<file path="src/core/realign_pkg.sv">
package realign_pkg;
    // deserialization widths the realigner accepts
    localparam int WORD_W_DEF = 10;
    localparam int WORD_W_ALT = 8;
    localparam int NUM_CH_DEF = 4;
    localparam int FIFO_DEPTH_DEF = 16;
    // slip counter: wide enough for a count of WORD_W_DEF - 1
    localparam int CNT_W = 4;
    localparam logic [CNT_W-1:0] CNT_RST = 4'h0;
    // slip request shape on the global low-speed clock, in cycles
    localparam int SLIP_HIGH_CYC = 2;
    localparam int SLIP_LOW_CYC = 3;
    // words skipped after a slip before the pattern is judged again;
    // covers realigner latency plus a full data fifo
    localparam int SETTLE_WORDS = 24;
    localparam int TMR_W = 5;
    localparam logic [15:0] TRAIN_PAT_DEF = 16'h001f;

    typedef enum logic [2:0] {
        ST_IDLE,
        ST_CHECK,
        ST_PULSE,
        ST_GAP,
        ST_SETTLE,
        ST_LOCKED
    } align_state_t;
endpackage

</file>
<file path="src/core/realign_if.sv">
`timescale 1ns/1ns
interface realign_if
    import realign_pkg::*;
#(
    parameter int NUM_CH = NUM_CH_DEF,
    parameter int WORD_W = WORD_W_DEF
);
    logic [NUM_CH*WORD_W-1:0] word;
    logic word_valid;
    logic word_ready;
    logic [NUM_CH-1:0] slip_req;

    modport dev (
        output word,
        output word_valid,
        input word_ready,
        input slip_req
    );

    modport fab (
        input word,
        input word_valid,
        output word_ready,
        output slip_req
    );
endinterface

</file>
<file path="src/core/word_fifo.sv">
`timescale 1ns/1ns
module word_fifo
    import realign_pkg::*;
#(
    parameter int WIDTH = 8,
    parameter int DEPTH = FIFO_DEPTH_DEF
) (
    input wire logic clk,
    input wire logic nrst,
    input wire logic [WIDTH-1:0] in_data,
    input wire logic in_valid,
    output logic in_ready,
    output logic [WIDTH-1:0] out_data,
    output logic out_valid,
    input wire logic out_ready
);
    localparam int AW = $clog2(DEPTH);

    logic [WIDTH-1:0] mem [DEPTH];
    // one extra pointer bit tells full from empty
    logic [AW:0] wr_ptr_r;
    logic [AW:0] rd_ptr_r;

    wire empty = (wr_ptr_r == rd_ptr_r);
    wire full = (wr_ptr_r[AW] != rd_ptr_r[AW])
        && (wr_ptr_r[AW-1:0] == rd_ptr_r[AW-1:0]);
    wire push = in_valid && !full;
    wire pop = out_valid && out_ready;

    assign in_ready = !full;
    assign out_valid = !empty;
    assign out_data = mem[rd_ptr_r[AW-1:0]];

    always_ff @(posedge clk) begin
        if (push) begin
            mem[wr_ptr_r[AW-1:0]] <= in_data;
        end
    end

    always_ff @(posedge clk) begin
        if (!nrst) begin
            wr_ptr_r <= '0;
            rd_ptr_r <= '0;
        end else begin
            if (push) begin
                wr_ptr_r <= wr_ptr_r + 1'b1;
            end
            if (pop) begin
                rd_ptr_r <= rd_ptr_r + 1'b1;
            end
        end
    end
endmodule

</file>
<file path="src/core/word_realigner.sv">
`timescale 1ns/1ns
// Contract
// - realign parallel words after the deserializer
// - one independent realigner per receive channel
// - each request rising edge slips one bit
// - always in path; otherwise pure register latency
// - word width of 8 or 10 bits
// - counter selects bits from older/newer word
// - counter wraps past width-1; newest word only
// - realigned word valid on next low-speed cycle
// - clocked by the global low-speed clock
// - request from fabric logic or pin
// - fabric slips again after each pattern mismatch
// - fabric registers incoming words before comparing
// - fabric registers slip request before driving it
// - slip request high for two cycles
// - slip request low three cycles between pulses
module word_realigner
    import realign_pkg::*;
#(
    parameter int NUM_CH = NUM_CH_DEF,
    parameter int WORD_W = WORD_W_DEF,
    parameter int FIFO_DEPTH = FIFO_DEPTH_DEF
) (
    input wire logic clk,
    input wire logic nrst,
    input wire logic [NUM_CH*WORD_W-1:0] deser_word,
    input wire logic deser_valid,
    output logic deser_ready,
    input wire logic slip_enable,
    input wire logic [NUM_CH-1:0] slip_from_pin,
    input wire logic [NUM_CH-1:0] slip_pin,
    input wire logic overflow_clear,
    output logic overflow,
    output logic [NUM_CH*CNT_W-1:0] slip_count,
    realign_if.dev link
);
    // only the two documented widths exist; anything else falls to 10
    localparam int WW = (WORD_W == WORD_W_ALT) ? WORD_W_ALT
        : WORD_W_DEF;
    localparam int BUS_W = NUM_CH * WW;
    localparam logic [CNT_W-1:0] CNT_TOP = CNT_W'(WW - 1);
    // the counter never passes CNT_TOP, so four bits cover both widths;
    // a wider word would need a wider CNT_W as well

    // bit 0 of a word is the earliest bit on the wire, so {newer, older}
    // is the stream in arrival order and a window lower by sh bits
    // moves the boundary sh bits earlier
    function automatic logic [WW-1:0] pick_word(
        input logic [WW-1:0] newer,
        input logic [WW-1:0] older,
        input logic [CNT_W-1:0] sh
    );
        logic [2*WW-1:0] both;
        logic [WW-1:0] res;
        both = {newer, older};
        res = '0;
        for (int i = 0; i < WW; i++) begin
            res[i] = both[i + WW - int'(sh)];
        end
        return res;
    endfunction

    function automatic logic [CNT_W-1:0] bump_count(
        input logic [CNT_W-1:0] cnt
    );
        logic [CNT_W-1:0] res;
        res = (cnt == CNT_TOP) ? CNT_RST : cnt + 1'b1;
        return res;
    endfunction

    // pipeline fill: two words must be held before a window is complete
    logic [1:0] fill_r;
    logic [BUS_W-1:0] out_word_r;
    logic out_vld_r;
    logic overflow_r;
    logic fifo_in_ready;
    logic [BUS_W-1:0] fifo_in_word;

    // the counter and edge detector run even while no word arrives,
    // so a slip taken during an input gap applies to the next word
    wire pipe_full = fill_r[1];
    wire take = deser_valid;

    always_ff @(posedge clk) begin
        if (!nrst) begin
            fill_r <= 2'h0;
        end else if (take && !pipe_full) begin
            fill_r <= {fill_r[0], 1'b1};
        end
    end

    genvar g;
    for (g = 0; g < NUM_CH; g++) begin : g_ch
        logic [WW-1:0] older_r;
        logic [WW-1:0] newer_r;
        logic [CNT_W-1:0] cnt_r;
        logic [CNT_W-1:0] cnt_nxt;
        logic pin_s1_r;
        logic pin_s2_r;
        logic req_q_r;
        logic req_d_r;

        wire [WW-1:0] in_word = deser_word[g*WW +: WW];
        // the pin comes from outside and is synchronised first
        wire req_src = slip_from_pin[g] ? pin_s2_r
            : link.slip_req[g];
        // a request held high slips once; one low cycle re-arms it,
        // the longer gap is the controlling logic's duty
        wire slip_edge = slip_enable && req_q_r && !req_d_r;
        wire [WW-1:0] aligned = pick_word(newer_r, older_r, cnt_r);

        assign cnt_nxt = slip_edge ? bump_count(cnt_r) : cnt_r;
        assign fifo_in_word[g*WW +: WW] = out_word_r[g*WW +: WW];
        // the count is exposed so the fabric can see the applied offset
        assign slip_count[g*CNT_W +: CNT_W] = cnt_r;

        always_ff @(posedge clk) begin
            if (!nrst) begin
                pin_s1_r <= 1'b0;
                pin_s2_r <= 1'b0;
                req_q_r <= 1'b0;
                req_d_r <= 1'b0;
            end else begin
                pin_s1_r <= slip_pin[g];
                pin_s2_r <= pin_s1_r;
                req_q_r <= req_src;
                req_d_r <= req_q_r;
            end
        end

        // each channel owns its counter and word registers
        always_ff @(posedge clk) begin
            if (!nrst) begin
                cnt_r <= CNT_RST;
            end else begin
                cnt_r <= cnt_nxt;
            end
        end

        // older/newer form the two-word window the counter picks from
        always_ff @(posedge clk) begin
            if (!nrst) begin
                older_r <= '0;
                newer_r <= '0;
            end else if (take) begin
                older_r <= newer_r;
                newer_r <= in_word;
            end
        end

        // with the count at zero this is newer_r unchanged
        always_ff @(posedge clk) begin
            if (!nrst) begin
                out_word_r[g*WW +: WW] <= '0;
            end else if (take) begin
                out_word_r[g*WW +: WW] <= aligned;
            end
        end
    end

    // a new realigned word follows every low-speed cycle with input;
    // nothing is pushed until both window registers have been filled
    always_ff @(posedge clk) begin
        if (!nrst) begin
            out_vld_r <= 1'b0;
        end else begin
            out_vld_r <= take && pipe_full;
        end
    end

    // the deserializer cannot stall, so a full fifo loses the word;
    // the sticky flag makes that visible, and a new loss beats a clear
    wire lost = out_vld_r && !fifo_in_ready;

    always_ff @(posedge clk) begin
        if (!nrst) begin
            overflow_r <= 1'b0;
        end else if (lost) begin
            overflow_r <= 1'b1;
        end else if (overflow_clear) begin
            overflow_r <= 1'b0;
        end
    end

    // outputs come from registers, fifo storage or decodes of the fifo pointers
    assign overflow = overflow_r;
    assign deser_ready = fifo_in_ready;

    // deser_ready only reports room in the fifo: the realigner keeps
    // shifting words in regardless, since the source cannot wait
    word_fifo #(
        .WIDTH(BUS_W),
        .DEPTH(FIFO_DEPTH)
    ) u_fifo (
        .clk(clk),
        .nrst(nrst),
        .in_data(fifo_in_word),
        .in_valid(out_vld_r),
        .in_ready(fifo_in_ready),
        .out_data(link.word),
        .out_valid(link.word_valid),
        .out_ready(link.word_ready)
    );
endmodule

</file>
<file path="src/flat_wrapper.sv">
// flat-port wrapper written by rule: the top's interface ports become plain ports
module word_realigner_flat import realign_pkg::*;
#(
    parameter int NUM_CH = NUM_CH_DEF,
    parameter int WORD_W = WORD_W_DEF,
    parameter int FIFO_DEPTH = FIFO_DEPTH_DEF
)
  (clk, nrst, deser_word, deser_valid, deser_ready, slip_enable, slip_from_pin, slip_pin, overflow_clear, overflow, slip_count, link_word, link_word_valid, link_word_ready, link_slip_req);
  realign_if #(.NUM_CH(NUM_CH), .WORD_W(WORD_W)) link_i ();
  input wire logic clk;
  input wire logic nrst;
  input wire logic [NUM_CH*WORD_W-1:0] deser_word;
  input wire logic deser_valid;
  output logic deser_ready;
  input wire logic slip_enable;
  input wire logic [NUM_CH-1:0] slip_from_pin;
  input wire logic [NUM_CH-1:0] slip_pin;
  input wire logic overflow_clear;
  output logic overflow;
  output logic [NUM_CH*CNT_W-1:0] slip_count;
  output wire logic [$bits(link_i.word)-1:0] link_word;
  output wire logic [$bits(link_i.word_valid)-1:0] link_word_valid;
  input wire logic [$bits(link_i.word_ready)-1:0] link_word_ready;
  input wire logic [$bits(link_i.slip_req)-1:0] link_slip_req;
  assign link_word = link_i.word;
  assign link_word_valid = link_i.word_valid;
  assign link_i.word_ready = link_word_ready;
  assign link_i.slip_req = link_slip_req;
  word_realigner #(.NUM_CH(NUM_CH), .WORD_W(WORD_W), .FIFO_DEPTH(FIFO_DEPTH)) u_core (.clk(clk), .nrst(nrst), .deser_word(deser_word), .deser_valid(deser_valid), .deser_ready(deser_ready), .slip_enable(slip_enable), .slip_from_pin(slip_from_pin), .slip_pin(slip_pin), .overflow_clear(overflow_clear), .overflow(overflow), .slip_count(slip_count), .link(link_i));
endmodule
</file>
<file path="config.mk">
export PLATFORM = sky130hd
export DESIGN_NAME = word_realigner_flat
export DESIGN_NICKNAME = d
export VERILOG_FILES = /design/src/core/realign_pkg.sv /design/src/core/realign_if.sv /design/src/core/word_fifo.sv /design/src/core/word_realigner.sv /design/src/flat_wrapper.sv
export SDC_FILE = /design/constraint.sdc
export NUM_CORES = 1
export LEC_CHECK = 0
export BUFFER_PORTS_ARGS = -buffer_cell sky130_fd_sc_hd__buf_4
export CORE_MARGIN = 2
export CORE_UTILIZATION = 40
export CTS_CLUSTER_SIZE = 40
export DETAILED_ROUTE_END_ITERATION = 7
export PLACE_DENSITY = 0.62
export RECOVER_POWER = 100
export SLEW_MARGIN = 20
export SYNTH_ARGS = -nofsm -noshare
export SYNTH_HDL_FRONTEND = slang
export SYNTH_SLANG_ARGS = --single-unit
</file>
<file path="constraint.sdc">
create_clock -name clk -period 3.99 [get_ports clk]
set_input_delay 0.1995 -clock clk [delete_from_list [all_inputs] [get_ports clk]]
set_output_delay 0.1995 -clock clk [all_outputs]
set_load 0.1 [all_outputs]
</file>
==> summary.md <==
| Metric | Value |
|---|---|
| Post-Place Cells | 3321 |
| Share of layout cells above drive strength 1 | 25.56% |
| Initial antenna violation count | 5 |
| Failing checks | max-capacitance violations, max-slew violations |
| Routed Antenna Nets | 0 |
| H-tree depth | 3 |
| Ranking of synthesized cells by area | edfxtp_1, mux4_2, dfxtp_1 |
| Residual DRC | 0 |
| Pre-Repair DR Iteration Count | 8 |
| CP bufs+invs | 1 |
| Area grow syn2layout | 14.27% |
| Crit-path max FO | 16 |
| Post-synth net total | 2235 |
| Cell variety after synth | 73 |
| Clock Path Buffers | 3 |
| Setup_tns | 0 ps |
| Synth area leader | edfxtp_1 |
| Mapped Area | 36600 µm² |
| Hold Buf Count CTS | 54 |
| Delay-heaviest family, CP | simple AND/OR/NAND/NOR gates |
| Routed WL | 87510 µm |
| Routed length per placed instance | 24.76 µm |
| Post-synthesis adder-cell area fraction | 2.085% |
| Tightest Pin Transition | 2186 ps |
| HP Class | in -> reg |
| Setup bufs post-CTS | 0 |
| Via/cell ratio | 5.709 |
| Sequential area share after synthesis | 61.81% |
| Main combinational cell family by area after synthesis | multiplexers |
| Non-Filler Instances | 3535 |
| Xor and xnor area share after synthesis | 0.8580% |
| Simple-gate area share of the yosys netlist | 5.299% |
| Power density cells | 438.4 nW/µm² |
| Crit. End Element | flop |
| Finished Cell Area | 41830 µm² |
| Clk_lat worst skew | 660 ps |
| Final worst-path cycle share | 89.51% |
| # clock sinks | 810 |
| CTS tree | yes |
| Max Cap Viol | 6 |
| Number of synthesized flops with an enable pin | 640 |
| First-pass GRT wire length | 133100 µm |
| IO Port Bufs | 116 |
| Synth Flop Type | edfxtp_1 |
| # diodes | 0 |
| Dpl cell area | 38660 µm² |
| Die extent in x | 306.5 µm |
| Register clock-pin slew on the reported worst setup and hold paths | 60 ps |
| PostCTS Resize Cnt | 0 |
| Maximum operating frequency | 280.0 MHz |
| Leak pwr | 13.82 nW |
| Layout Skew | 41.24 ps |
| IO Count | 117 |
| Synth top area share | 52.51% |
| CTS root buf | clkbuf_16 |
| Vias in the first global route | 20567 |
| GR Overflow Total | 0 |
| Final total power | 18.34 mW |
| Flops & latches, synth | 810 |
| Cell Chain, Critical Path | xnor2_1 > nand4_1 > o21a_1 > and3_1 > clkbuf_1 |
| Worst Path Arrival | 3820 ps |
| Mapped Cells | 2116 |
| Crit path kind | reg -> reg |
| Syn. warnings | 0 |
| Syn_area_per_cell | 17.30 µm² |
| Max-slew violation count | 250 |
| Via Count | 20181 |
| Headroom to the max-slew limit | -45.73% |
| Compound-Gate Fraction of Synth Area | 4.205% |
| M1 wire length | 39150 µm |
| Startpoint type of the worst setup path | flop |
| Fillers | 7683 |
| Met2 wire length | 41480 µm |
| Routability cong. | 0.8504 |
| Largest net degree at the start of global routing | 72 |
| Worst path slowest cell | and3_1 |
| Die H | 306.5 µm |
| Die ar. | 93940 µm² |
| Nets | 2406 |
| Initial DRC Count | 1938 |
| Met3 WL post-DR | 5518 µm |
| GRT Overall Usage | 18.74% |
| RSZ-0062 raised after global routing | no |
| Core area | 90290 µm² |
| Top Layer Used | met4 |
| Row count | 110 |
| Fin. Hold Viols | 0 |
| Final Setup Violations | 0 |
| Critical path's largest stage delay | 970 ps |
| Starting density of the core | 40.54% |
| Crit path required time | 4240 ps |
| Ys async rst share | 0% |
| Dpl hpwl | 54850 µm |
| Run status | finished, violations left |
| Mux contribution to synthesized area | 23.24% |
| Final min period | 3571 ps |
| CTS Buf Count | 85 |
| Max VDD drop | 0.0003674 V |
| Hold Slack | 20.50 ps |
-- registers in the layout (all words and copies together) (netlist names), named ones only --
signal	cells
u_core.fill_r	2
u_core.g_ch.req_d_r	4
u_core.out_vld_r	1
u_core.g_ch.newer_r	40
u_core.u_fifo.mem	640
u_core.g_ch.pin_s1_r	4
u_core.u_fifo.wr_ptr_r	5
u_core.u_fifo.rd_ptr_r	5
u_core.overflow	1
u_core.g_ch.req_q_r	4
u_core.g_ch.older_r	40
u_core.fifo_in_word	40
u_core.g_ch.pin_s2_r	4
u_core.g_ch.cnt_r	16
-- synth_stat cells (31+ instances only) --
cell type,count
mux2i_1,133
dfxtp_1,170
nand3_1,31
ha_1,61
nor2b_1,108
a21oi_1,41
and2_1,33
mux4_2,295
edfxtp_1,640
o21ai_0,65
nand2_1,75
clkbuf_1,53
-- worst paths after layout --
| path | endpoint | slack (ps) | start | cells past startpoint |
|---|---|---|---|---|
| max | u_core.u_fifo.mem[4][0]$_DFFE_PP_ | 420 | u_core.u_fifo.wr_ptr_r[2]$_SDFFE_PN0P_ | 5 |
| min | u_core.g_ch[1].req_q_r$_SDFF_PN0_ | 20 | slip_from_pin[1] | 3 |
| max reg2reg | u_core.u_fifo.mem[4][0]$_DFFE_PP_ | 420 | u_core.u_fifo.wr_ptr_r[2]$_SDFFE_PN0P_ | 5 |
| min reg2reg | u_core.g_ch[0].pin_s2_r$_SDFF_PN0_ | 450 | u_core.g_ch[0].pin_s1_r$_SDFF_PN0_ | 1 |
-- per-stage QoR --
| stage | utilization [%] | setup slack [ps] |
|---|---|---|
| 4_1_cts | 46.56 | 574.0 |
| 5_1_grt | 46.32 | 265.4 |
| 3_5_place_dp | 42.82 | 1017 |
| 2_1_floorplan | - | 468.5 |
| 6_report | 46.32 | 418.5 |
| 3_3_place_gp | 42.80 | 1030 |
-- layout make-up --
cell class / instances / area (µm²) / area share, %
inverter: 36 / 135.1 / 0.3231
multi-input combinational: 1139 / 13070 / 31.24
clock buffer: 101 / 2217 / 5.301
clock inverter: 58 / 623.1 / 1.490
timing repair buffer: 215 / 1679 / 4.015
sequential: 810 / 22630 / 54.12
tap: 1176 / 1471 / 3.518
-- kinds of logic after synthesis --
| group | count (synthesis) |
|---|---|
| adders and majority gates | 61 |
| AOI/OAI and AO/OA | 229 |
| xor gates and xnor gates | 35 |
| DFF | 810 |
| muxes | 463 |
| buffers and inverters | 167 |
| and+or+nand+nor | 351 |
-- worst register-to-register path, stage by stage, from the launching register on --
cell	delay [ps]
dfxtp_1	520
xnor2_1	110
nand4_1	240
o21a_1	440
and3_1	970
clkbuf_1	870
-- routing by layer --
layer	vias up	GRT usage [%]
met4	0	3.591
met5	-	0
li1	8871	-
met1	10555	27.38
met2	658	29.84
met3	97	3.156
-- report_power, final --
group | internal [mW] | switching (mW)
clock network | 4.55 | 3.39
logic | 0.462 | 0.520
registers | 9.19 | 0.228
total | 14.2 | 4.14
-- cell usage in the layout (no fill, tap or decap), types with 41 or more instances in the layout --
cell type | Yosys | final
clkbuf_16 | 0 | 85
edfxtp_1 | 640 | 640
a21oi_1 | 41 | 41
ha_1 | 61 | 61
dlygate4sd3_1 | 0 | 54
nor2b_1 | 108 | 107
nand2_1 | 75 | 75
o21ai_0 | 65 | 66
mux4_2 | 295 | 295
mux2i_1 | 133 | 133
buf_4 | 5 | 88
dfxtp_1 | 170 | 166
Note: power is estimated with default switching activity, not from simulation.
